### src/pmc_consts.svh
// constants for the cpu power mode controller
`ifndef PMC_CONSTS_SVH
`define PMC_CONSTS_SVH

`define PMC_ADDR_POWER_CONTROL 8'h87
`define PMC_RESET_POWER_CONTROL 8'h00
`define PMC_BIT_IDLE 0
`define PMC_BIT_STOP 1
`define PMC_BIT_FLAGS_LO 2
`define PMC_BIT_FLAGS_HI 6
`define PMC_BIT_BAUD_DOUBLER 7
`define PMC_RESET_VECTOR 16'h0000
`define PMC_CLK_PERIOD_NS 100
`define PMC_LCD_TIMEOUT_US 100
`define PMC_LCD_TIMEOUT_CYC ((`PMC_LCD_TIMEOUT_US * 1000) / `PMC_CLK_PERIOD_NS)
`define PMC_RESET_HOLD_CYC 4

`endif

### src/pmc_pkg.sv
// types for the cpu power mode controller
`default_nettype none

package pmc_pkg;
    typedef enum logic [1:0] {
        PMC_RUN,
        PMC_IDLE,
        PMC_STOP,
        PMC_RESET
    } pmc_mode_t;

    typedef struct packed {
        logic [7:0] addr;
        logic [7:0] wdata;
        logic wr;
        logic rd;
    } pmc_bus_t;

    typedef struct packed {
        logic insn_done;
        logic irq_pending;
        logic wdt_expire;
        logic ext_reset;
    } pmc_event_t;
endpackage

`default_nettype wire

### src/pmc_power_mode.sv
// power control register with idle and stop mode sequencing
// ----------------------------------------------------------------
// How it works
// - idle starts only after the instruction that set the idle bit completes
// - idle gates only the cpu clock; peripherals, timers, interrupts keep running
// - enabled interrupt in idle clears idle bit and resumes the cpu
// - reset ending idle runs reset sequence, fetch restarts at address zero
// - enabled watchdog keeps counting in idle; its expiry resets the core
// - stop starts after the setting instruction; cpu and oscillators halt
// - only a reset ends stop; interrupts are ignored there
// - lost clock detector stays armed in stop and resets when enabled
// - idle and stop bits always read back as zero
// - top bit doubles the serial baud rate when one
// - bits six to two are plain storage flags
// ----------------------------------------------------------------
//
// Decided for this implementation: the strobed register port.
`default_nettype none
`include "pmc_consts.svh"

module pmc_power_mode (
    input wire logic i_clk,
    input wire logic i_rst_n,
    input wire pmc_pkg::pmc_bus_t i_bus,
    input wire logic i_insn_done,
    input wire logic i_irq_pending,
    input wire logic i_wdt_enable,
    input wire logic i_wdt_expire,
    input wire logic i_lcd_enable,
    input wire logic i_ext_reset_n,
    output logic [7:0] o_rdata,
    output logic o_cpu_clk_en,
    output logic o_periph_clk_en,
    output logic o_osc_en,
    output logic o_core_reset,
    output logic [15:0] o_fetch_addr,
    output logic o_baud_doubler,
    output logic [4:0] o_general_flags,
    output pmc_pkg::pmc_mode_t o_mode
);
    import pmc_pkg::*;

    // ------------------------------------------------------------
    // state
    // ------------------------------------------------------------
    typedef struct packed {
        pmc_mode_t mode;
        logic baud_doubler;
        logic [4:0] general_flags;
        logic idle_req;
        logic stop_req;
        logic [7:0] rdata;
        logic [1:0] ext_sync;
        logic [10:0] lcd_cnt;
        logic cpu_clk_en;
        logic periph_clk_en;
        logic osc_en;
        logic core_reset;
        logic [15:0] fetch_addr;
    } pmc_state_t;

    pmc_state_t state;
    pmc_state_t next_state;
    logic rs_active;
    logic rs_done;
    logic reset_req;
    logic lcd_fire;

    function automatic logic hit(input pmc_bus_t b, input logic strobe);
        hit = strobe && (b.addr == `PMC_ADDR_POWER_CONTROL);
    endfunction

    // ------------------------------------------------------------
    // reset request and stretcher
    // ------------------------------------------------------------
    // watchdog expiry, lost clock and external pin all restart the core
    assign lcd_fire = i_lcd_enable && (state.mode == PMC_STOP)
                      && (state.lcd_cnt == 11'(`PMC_LCD_TIMEOUT_CYC - 1));
    assign reset_req = (i_wdt_enable && i_wdt_expire)
                       || lcd_fire
                       || !state.ext_sync[1];

    pmc_reset_stretch u_stretch (
        .i_clk(i_clk),
        .i_rst_n(i_rst_n),
        .i_req(reset_req),
        .o_active(rs_active),
        .o_done(rs_done)
    );

    // ------------------------------------------------------------
    // next state
    // ------------------------------------------------------------
    always_comb begin
        next_state = state;
        next_state.ext_sync = {state.ext_sync[0], i_ext_reset_n};
        next_state.rdata = 8'h00;

        // register write; mode bits only request, they are never stored
        if (hit(i_bus, i_bus.wr) && (state.mode == PMC_RUN)) begin
            next_state.baud_doubler = i_bus.wdata[`PMC_BIT_BAUD_DOUBLER];
            next_state.general_flags =
                i_bus.wdata[`PMC_BIT_FLAGS_HI:`PMC_BIT_FLAGS_LO];
            if (i_bus.wdata[`PMC_BIT_STOP]) begin
                next_state.stop_req = 1'b1;
            end else if (i_bus.wdata[`PMC_BIT_IDLE]) begin
                next_state.idle_req = 1'b1;
            end
        end
        if (hit(i_bus, i_bus.rd)) begin
            next_state.rdata = {state.baud_doubler, state.general_flags, 2'b00};
        end

        // lost clock detector counts only while stopped
        if (state.mode == PMC_STOP) begin
            next_state.lcd_cnt = state.lcd_cnt + 11'h001;
        end else begin
            next_state.lcd_cnt = 11'h000;
        end

        case (state.mode)
            PMC_RUN: begin
                // wait for the setting instruction to finish
                if (i_insn_done && (state.stop_req || next_state.stop_req)) begin
                    next_state.mode = PMC_STOP;
                    next_state.stop_req = 1'b0;
                    next_state.idle_req = 1'b0;
                    next_state.cpu_clk_en = 1'b0;
                    next_state.periph_clk_en = 1'b0;
                    next_state.osc_en = 1'b0;
                end else if (i_insn_done && (state.idle_req || next_state.idle_req)) begin
                    next_state.mode = PMC_IDLE;
                    next_state.idle_req = 1'b0;
                    next_state.cpu_clk_en = 1'b0;
                end
            end
            PMC_IDLE: begin
                if (i_irq_pending) begin
                    next_state.mode = PMC_RUN;
                    next_state.cpu_clk_en = 1'b1;
                end
            end
            PMC_STOP: begin
                // interrupts are not looked at here
                next_state.cpu_clk_en = 1'b0;
            end
            PMC_RESET: begin
                next_state.cpu_clk_en = 1'b0;
                if (rs_done) begin
                    next_state.mode = PMC_RUN;
                    next_state.cpu_clk_en = 1'b1;
                    next_state.core_reset = 1'b0;
                end
            end
            default: begin
                next_state.mode = PMC_RUN;
            end
        endcase

        // any reset wins over every mode
        if (reset_req || rs_active) begin
            next_state.mode = PMC_RESET;
            next_state.core_reset = 1'b1;
            next_state.cpu_clk_en = 1'b0;
            next_state.periph_clk_en = 1'b1;
            next_state.osc_en = 1'b1;
            next_state.idle_req = 1'b0;
            next_state.stop_req = 1'b0;
            next_state.baud_doubler = 1'b0;
            next_state.general_flags = 5'h00;
            next_state.fetch_addr = `PMC_RESET_VECTOR;
        end
    end

    // ------------------------------------------------------------
    // registers
    // ------------------------------------------------------------
    always_ff @(posedge i_clk or negedge i_rst_n) begin
        if (!i_rst_n) begin
            state.mode <= PMC_RUN;
            state.baud_doubler <= 1'b0;
            state.general_flags <= 5'h00;
            state.idle_req <= 1'b0;
            state.stop_req <= 1'b0;
            state.rdata <= 8'h00;
            state.ext_sync <= 2'b11;
            state.lcd_cnt <= 11'h000;
            state.cpu_clk_en <= 1'b1;
            state.periph_clk_en <= 1'b1;
            state.osc_en <= 1'b1;
            state.core_reset <= 1'b0;
            state.fetch_addr <= `PMC_RESET_VECTOR;
        end else begin
            state <= next_state;
        end
    end

    assign o_rdata = state.rdata;
    assign o_cpu_clk_en = state.cpu_clk_en;
    assign o_periph_clk_en = state.periph_clk_en;
    assign o_osc_en = state.osc_en;
    assign o_core_reset = state.core_reset;
    assign o_fetch_addr = state.fetch_addr;
    assign o_baud_doubler = state.baud_doubler;
    assign o_general_flags = state.general_flags;
    assign o_mode = state.mode;
endmodule // pmc_power_mode

`default_nettype wire

### src/pmc_reset_stretch.sv
// stretches watchdog, lost clock and external pin reset requests; o_active stays high four cycles past the last request
`default_nettype none
`include "pmc_consts.svh"

module pmc_reset_stretch (
    input wire logic i_clk,
    input wire logic i_rst_n,
    input wire logic i_req,
    output logic o_active,
    output logic o_done
);
    typedef struct packed {
        logic [3:0] cnt;
        logic active;
        logic done;
    } pmc_rs_state_t;

    pmc_rs_state_t state;
    pmc_rs_state_t next_state;

    always_comb begin
        next_state = state;
        next_state.done = 1'b0;
        if (i_req) begin
            next_state.active = 1'b1;
            next_state.cnt = 4'(`PMC_RESET_HOLD_CYC - 1);
        end else if (state.active) begin
            if (state.cnt == 4'h0) begin
                next_state.active = 1'b0;
                next_state.done = 1'b1;
            end else begin
                next_state.cnt = state.cnt - 4'h1;
            end
        end
    end

    always_ff @(posedge i_clk or negedge i_rst_n) begin
        if (!i_rst_n) begin
            state <= '0;
        end else begin
            state <= next_state;
        end
    end

    assign o_active = state.active;
    assign o_done = state.done;
endmodule // pmc_reset_stretch

`default_nettype wire
### config.mk
export PLATFORM = sky130hd
export DESIGN_NAME = pmc_power_mode
export DESIGN_NICKNAME = d
export VERILOG_FILES = /design/src/pmc_pkg.sv /design/src/pmc_power_mode.sv /design/src/pmc_reset_stretch.sv
export VERILOG_INCLUDE_DIRS = /design/src
export SDC_FILE = /design/constraint.sdc
export NUM_CORES = 1
export LEC_CHECK = 0
export ABC_CLOCK_PERIOD_IN_PS = 2960
export BUFFER_PORTS_ARGS = -buffer_cell sky130_fd_sc_hd__buf_2
export CORE_MARGIN = 4
export CORE_UTILIZATION = 54
export DETAILED_ROUTE_END_ITERATION = 8
export PLACE_DENSITY = 0.89
export SKIP_LAST_GASP = 1
export SYNTH_ARGS = -nofsm -noshare
export SYNTH_HDL_FRONTEND = slang
export SYNTH_SLANG_ARGS = --single-unit
### constraint.sdc
create_clock -name i_clk -period 2.96 [get_ports i_clk]
set_clock_uncertainty 0.2 [all_clocks]
set_input_delay 0.888 -clock i_clk [delete_from_list [all_inputs] [get_ports i_clk]]
set_output_delay 0.888 -clock i_clk [all_outputs]
set_load 0.01 [all_outputs]
## Word-level counts from Yosys, hierarchy flattened

Index checks and enable logic that the tools add are counted.

- Muxes and demuxes: 31
- Equal/unequal tests: 9
- Reduce and logical (&&, ||, !) cells: 28
- Add/sub/neg operators: 2

Operator list:

| operator | count |
|---|---|
| 20-bit two-way mux | 1 |
| 2-bit two-way mux | 8 |
| 8-bit two-way mux | 2 |
| 1-bit two-way mux | 13 |
| 2-bit nonzero test | 6 |
| 11-bit by 1-bit adder with 11-bit output (second input constant) | 1 |
| 11-bit by 10-bit equality test with 1-bit output (second input constant) | 1 |
| 11-bit two-way mux | 1 |
| 10-bit two-way mux | 1 |
| 8-bit equality test (second input constant) | 1 |
| 1-bit logical AND | 8 |
| 2-bit AND reduction | 4 |
| 6-bit two-way mux | 1 |
| 2-bit one-hot mux with 3 select lines | 1 |
| 1-bit logical OR | 5 |
| 5-bit two-way mux | 1 |
| 2-bit equality test (second input constant) | 2 |
| 4-bit zero test | 1 |
| 4-bit two-way mux | 1 |
| 4-bit by 1-bit inequality test with 1-bit output (second input constant) | 1 |
| 1-bit one-hot mux with 4 select lines | 1 |
| 4-bit AND reduction | 1 |
| 4-bit nonzero test | 1 |
| 4-bit by 1-bit subtractor with 4-bit output (second input constant) | 1 |
| other kinds (6) | 6 |

- Bits of input ports: 26
- Output and inout bits: 36
- Register bits: 41

## Logic depth before layout (Yosys ltp)

Gate-level depths: netlist (run 1).

- Word-level depth: 10
- Depth in mapped cells: 6

## Cells and area by module

Synthesis (run 1) repeated with hierarchy kept, for this count alone.

- Cells, all modules: 193
- Area, all modules: 1985.7 µm²

By module, submodules not included:

| module | cells each | instances | area each (µm²) | sequential area each (µm²) |
|---|---|---|---|---|
| pmc_power_mode | 165 | 1 | 1675.4 | 805.8 |
| pmc_reset_stretch | 28 | 1 | 310.3 | 150.1 |

## Worst setup path before layout (run 1)

OpenSTA, ideal clock, no wires.

- Path type: input to register
- Start: input i_lcd_enable
- End: register state[42] (netlist name)
- Arrival: 2.035 ns
- Path buffers: 1
- Stages on the path: 5
- Slack: 0.592 ns
- Path through: or4b_1 or4_4 nand4b_4 buf_8 nor3_1

RTL lines:

| element | RTL line | source |
|---|---|---|
| from (decl) | pmc_power_mode.sv:29 | `input wire logic i_lcd_enable,` |
| to (signal assigned) | pmc_power_mode.sv:194 | `state <= next_state;` |
| to (decl) | pmc_power_mode.sv:62 | `pmc_state_t state;` |

## Worst setup path in the final report (run 1)

- Start: input i_bus[15] (netlist name)
- End: register state, in the netlist o_mode[0]

- Cells in the longest elaborated chain, start to end: 9

RTL lines:

| element | RTL line | source |
|---|---|---|
| from (decl) | pmc_power_mode.sv:24 | `input wire pmc_pkg::pmc_bus_t i_bus,` |
| 8-bit equality test (no line) * | -- |  |
| 1-bit logical AND * | pmc_power_mode.sv:70 | `` hit = strobe && (b.addr == `PMC_ADDR_POWER_CONTROL); `` |
| 1-bit logical AND * | pmc_power_mode.sv:100 | `if (hit(i_bus, i_bus.wr) && (state.mode == PMC_RUN)) begin` |
| 8-bit two-way mux * | pmc_power_mode.sv:100 |  |
| 1-bit logical OR | pmc_power_mode.sv:124 | `if (i_insn_done && (state.stop_req \|\| next_state.stop_req)) begin` |
| 1-bit logical AND | pmc_power_mode.sv:124 |  |
| 2-bit two-way mux | pmc_power_mode.sv:124 |  |
| 2-bit one-hot mux with 3 select lines | pmc_power_mode.sv:121 | `case (state.mode)` |
| 10-bit two-way mux | pmc_power_mode.sv:161 | `if (reset_req \|\| rs_active) begin` |

Mark *: on every way between the ends. The rest lies on a longest branch, timed or not. The select of a mux whose other input is x is not followed.
A chain may end at the register's enable or synchronous reset.

==> flow_metrics.py, run 1 <==
metrics = {
    "outcome": {
        "status": "complete, no violations",
    },
    "global_route": {
        "grt_pass1_wl_um": 5640,
        "grt_pass1_vias": 1294,
        "grt_usage_pct": 16.2,
        "grt_max_degree": 39,
        "antenna_found_initial": 0,
        "grt_overflow_total": 0,
    },
    "worst_setup_path": {
        "r2r_slack_ns": 0.76,
        "worstPathCellList": "buf_2, nor4b_2, a41oi_1, nand3b_1, or3b_2",
        "critPathCaptureType": "register",
        "crit_family": "simple AND/OR/NAND/NOR gates",
        "cp_max_fo": 4,
        "critical_path_buf_inv_count": 1,
        "cpPeakStageDelay_ns": 0.44,
        "slowest_stage": "or3b_2",
        "critPathKind": "input pin to register",
        "critPathArrivalTime_ns": 2.24,
        "setup.worst_path.start_class": "input pin",
        "required_ns": 2.92,
    },
    "clock_network": {
        "cts_resized": 0,
        "htree_levels": 2,
        "cts.clk_slew.worst_paths_ns": 0.07,
        "cts-root-buf": "clkbuf_8",
        "cts_hold_buf": 0,
        "cts_buffers": 5,
        "cts_buffer_depth": 2,
        "cts_tree": "yes",
        "cts_post_setup_buffers_inserted": 0,
        "clock_sinks": 38,
        "clkLatencyLatePin_ns": 0.28,
    },
    "sta": {
        "fin_crit_ns": 2.28,
        "fin_crit_sh_pct": 77.1,
        "finalHoldViolCount": 0,
        "holdWs_ns": 0.158,
        "rsz0062_at_grt": "false",
        "worst_pin_slew_ns": 0.806,
        "finalSetupTns_ns": 0,
        "slew_headroom_pct": 46.3,
        "setup_viol": 0,
        "fmax_mhz": 438,
        "fin_ws_ns": 0.678,
        "slew_violations": 0,
    },
    "detailed_routing": {
        "routed_via_density": 4.98,
        "dr_total_vias": 1330,
        "wl_per_cell_um": 13.0,
        "totalWireLength_um": 3470,
        "met3WireLength_um": 205,
        "wl_met1_um": 1430,
        "route.detailed.drc": 0,
        "detail-route-antenna-nets": 0,
        "routed.top_layer": "met4",
        "wl_met2_um": 1800,
        "detail_route.iter0.violations": 57,
        "drtPass1Iterations": 4,
    },
    "yosys": {
        "synth.cell_area_um2": 1980,
        "ys_seq_area_share_pct": 48.3,
        "synthCells": 189,
        "ys_ff_latch": 38,
        "yosysUniqueCellTypes": 42,
        "yosys_warnings": 0,
        "synth_edf_count": 0,
        "synth_area_per_cell_um2": 10.5,
        "async_reset_ff_share_pct": 100,
        "synth_flop_cell": "dfrtp_1",
    },
    "placement": {
        "place_congestion": 0.804,
        "dp_slack_ns": 0.384,
        "dp_hpwl_um": 2600,
        "port_buffers": 43,
    },
    "cells_and_area": {
        "final_cell_mix": "buf_2, dfrtp_1, nor2_1, conb_1, nor3_1",
        "layout.area.seq_um2": 956,
        "fillerInstances": 290,
        "final_common_cell": "buf_2",
        "fin_nets": 249,
        "syn2layout_area_growth_pct": 7.84,
        "num_antenna_cells": 0,
        "multiInputGateArea_um2": 785,
        "drive_gt1_share_pct": 29.4,
    },
    "run": {
        "drv_cap": 0,
    },
    "floorplan": {
        "core_um2": 3440,
        "die_h_um": 68.5,
        "die_w_um": 68.5,
        "start_util_pct": 57.5,
        "pin_count": 62,
        "dieArea_um2": 4700,
        "num_rows": 21,
    },
    "pwr": {
        "power.density_nw_per_um2": 452,
        "peakVddDrop_mv": 0.364,
        "p_leak_uw": 0.00105,
    },
    "min_path": {
        "hold_path.class": "register to register",
    },
}
## metrics by stage
step | power [µW] | instances | utilization [%] | instance area [µm²]
finish | 964 | 267 | 62.0 | 2130
CTS | 974 | 267 | 62.0 | 2130
floorplan | 595 | 206 | - | 2040
detailed placement | 610 | 259 | 59.3 | 2040
global route | 1010 | 267 | 62.0 | 2130
global placement | 608 | 259 | 59.3 | 2040
## where the power goes
group / switching, µW / total (µW) / internal [µW]
clock network: 177 / 364 / 187
logic: 41.9 / 67.4 / 25.5
registers: 5.30 / 532 / 527
## Yosys cell counts (2+ instances only)
master,number,share of area (%)
dfstp_2,4,5.3
a21oi_1,2,0.51
a41oi_1,2,0.89
nand2b_1,2,0.63
and2_1,7,2.2
nor4_1,2,0.63
xor2_1,3,1.3
nor2_1,20,3.8
and3_1,2,0.63
nand4_1,2,0.63
or3_1,2,0.63
clkbuf_1,2,0.38
o21ai_0,6,1.5
o211ai_1,2,0.76
inv_1,7,1.3
xnor2_1,6,2.7
nand2_1,7,1.3
nor3_1,8,2.0
a21o_2,3,1.3
dfrtp_1,34,43
nand3_1,6,1.5
buf_4,32,12
ha_1,3,1.9
mux2i_1,7,3.5
## sequential cells by signal, summed over array words and instances, names as in the netlist
signal,flops
state,14
o_rdata,6
o_general_flags,5
u_stretch.state,4
o_mode,2
next_state,1
o_baud_doubler,1
o_core_reset,1
o_cpu_clk_en,1
o_periph_clk_en,1
u_stretch.o_active,1
u_stretch.o_done,1
## routing by layer
layer  track usage (%)  vias to the layer above
met4              5.46                        0
met5                 0                        -
met2              27.8                       37
li1                  -                      651
met1              19.5                      638
met3              4.38                        4
## area by class of cell
type	instances	area share, %
repair buffers	43	10.1
well taps	46	2.70
clock buffers	6	3.87
inverters	7	1.23
multi-input cells	125	36.8
clock inverters	2	0.586
flip-flops and latches	38	44.8
## worst register-to-register path: cells and delay by family (launching register included)
family | cells | cell delay, ns
AND/OR/NAND/NOR | 4 | 1.34
flip-flops | 1 | 0.53
## final timing paths
check	end	cells past startpoint	startpoint
worst max-delay path	o_mode[0]	5	i_bus[15]
worst min-delay path	state[32]	0	next_state[32]
worst max register to register	o_mode[0]	4	o_mode[0]
worst min register to register	state[32]	0	next_state[32]
max in group asynchronous	o_rdata[3]	1	i_rst_n
min in group asynchronous	o_rdata[6]	1	i_rst_n
## cell families after synthesis
logic type	count (synthesis)	synth area share [%]
multiplexers	8	4.11
buffers and inverters	43	15.3
flip-flops	38	48.3
XOR/XNOR	9	3.98
AND/OR/NAND/NOR	69	20.0
adder cells (fa/ha/maj)	3	1.90
other	1	0.189
AO/OA/AOI/OAI	18	6.20
Power figures use the tool's default switching activity.
==> run 2: changes to the inputs <==
- ABC_CLOCK_PERIOD_IN_PS: 2960 -> 2050
- CORE_UTILIZATION: 54 -> 46
- PLACE_DENSITY: 0.89 -> 0.81
- clock period: 2.96 -> 2.05 ns (I/O delays scaled with it)
==> run 2 against run 1 <==
Net effect: via count rose by 2.6%; die area rose by 15%; global-route usage fell by 2.2 points; clock power rose by 38%; critical path type is now register to register; largest power group unchanged.
==> flow_metrics.py, run 2 (synthesis results as in run 1) <==
metrics = {
    "worst_setup_path": {
        "critPathCaptureType": "register",
        "critPathArrivalTime_ns": 2.01,
        "cpPeakStageDelay_ns": 0.51,
        "required_ns": 2.04,
        "crit_family": "simple AND/OR/NAND/NOR gates",
        "worstPathCellList": "or4b_1, or4_4, and3_2, o211ai_1",
        "cp_max_fo": 4,
        "slowest_stage": "or4b_1",
        "setup.worst_path.start_class": "register",
        "timing.rr.end": "u_stretch.state[3]",
        "r2r_slack_ns": 0.03,
        "critical_path_buf_inv_count": 0,
        "reg2reg_depth": 4,
        "timing.rr.start": "state[24]",
        "critPathKind": "register to register",
    },
    "detailed_routing": {
        "route.detailed.drc": 0,
        "detail-route-antenna-nets": 0,
        "wl_per_cell_um": 13.2,
        "dr_total_vias": 1365,
        "drtPass1Iterations": 4,
        "routed_via_density": 4.88,
        "totalWireLength_um": 3690,
        "detail_route.iter0.violations": 75,
    },
    "sta": {
        "setup_viol": 0,
        "slew_violations": 0,
        "finalHoldViolCount": 0,
        "finalSetupTns_ns": 0,
        "fmax_mhz": 495,
        "fin_crit_ns": 2.02,
        "rsz0062_at_grt": "true",
        "fin_crit_sh_pct": 98.5,
        "holdWs_ns": 0.0390,
    },
    "global_route": {
        "grt_use_met2_pct": 21.4,
        "grt_overflow_total": 0,
        "grt.busiest_layer": "met2",
        "grt_pass1_vias": 1248,
        "grt_max_degree": 17,
        "grt_usage_pct": 13.9,
        "grtUsageMet1_pct": 17.7,
        "antenna_found_initial": 0,
        "grt_pass1_wl_um": 5640,
        "met3_usage_pct": 4.24,
    },
    "cells_and_area": {
        "syn2layout_area_growth_pct": 13.3,
        "largest_reg_flops": 14,
        "drive_gt1_share_pct": 32.2,
        "fin_nets": 259,
        "stdcell_area_um2": 2240,
        "utilization_pct": 54.9,
        "top_register": "state",
        "fillerInstances": 360,
        "final_common_cell": "buf_2",
        "num_antenna_cells": 0,
        "final_cell_mix": "buf_2, dfrtp_1, nor2_1, conb_1",
    },
    "placement": {
        "port_buffers": 43,
        "place_congestion": 0.796,
        "dp_hpwl_um": 2750,
        "postPlaceCellArea_um2": 2120,
    },
    "pwr": {
        "fin_total_pwr_uw": 1380,
        "p_leak_uw": 0.00110,
        "peakVddDrop_mv": 0.356,
        "power.density_nw_per_um2": 615,
    },
    "floorplan": {
        "core_um2": 4090,
        "start_util_pct": 48.4,
        "dieArea_um2": 5420,
        "pin_count": 62,
        "num_rows": 23,
        "die_w_um": 73.6,
        "die_h_um": 73.6,
    },
    "clock_network": {
        "cts_buffers": 5,
        "cts-root-buf": "clkbuf_8",
        "cts_hold_buf": 0,
        "cts_buffer_depth": 2,
        "clock_sinks": 38,
        "clkLatencyLatePin_ns": 0.28,
        "cts_resized": 0,
        "htree_levels": 2,
        "cts_tree": "yes",
        "cts_post_setup_buffers_inserted": 0,
        "cts.clk_slew.worst_paths_ns": 0.07,
    },
    "min_path": {
        "hold_path.class": "input pin to async pin",
    },
    "run": {
        "drv_cap": 0,
    },
    "outcome": {
        "status": "complete, no violations",
    },
}
==> run 2: layer usage <==
metal	vias to the layer above	routed length (µm)
li1	676	-
met1	645	1590
met2	38	1840
met3	6	174
met4	0	83
met5	-	0
==> run 2: worst max-delay path by stage <==
stage                 startpoint                  to  slack (ns)  cells after the start
global route           state[24]  u_stretch.state[3]       -0.02                      4
finish                 state[24]  u_stretch.state[3]        0.03                      4
CTS                    i_bus[15]           o_mode[0]        0.03                      5
floorplan           i_lcd_enable           state[42]       -0.03                      5
detailed placement     i_bus[15]           o_mode[0]       -0.28                      5
global placement       i_bus[15]           o_mode[0]       -0.19                      5
==> run 2: stage by stage <==
stage	instances	setup slack [ns]
floorplan	206	-0.0347
detailed placement	272	-0.275
finish	280	0.0316
global placement	272	-0.188
CTS	279	0.0272
global route	280	-0.0174
==> run 2: cell type report <==
type | instances | area, µm² | share of cell area (%)
sequential | 38 | 956 | 42.6
multi-input combinational | 126 | 816 | 36.4
timing repair buffer | 52 | 295 | 13.2
clock buffer | 7 | 86.3 | 3.85
tap | 50 | 62.6 | 2.79
inverter | 7 | 26.3 | 1.17
==> run 2: power by group <==
group          leakage, µW  internal [µW]  switching (µW)
clock network    0.0000443            266             235
registers         0.000488            762            8.98
logic             0.000572           43.4            63.8
total              0.00110           1070             308
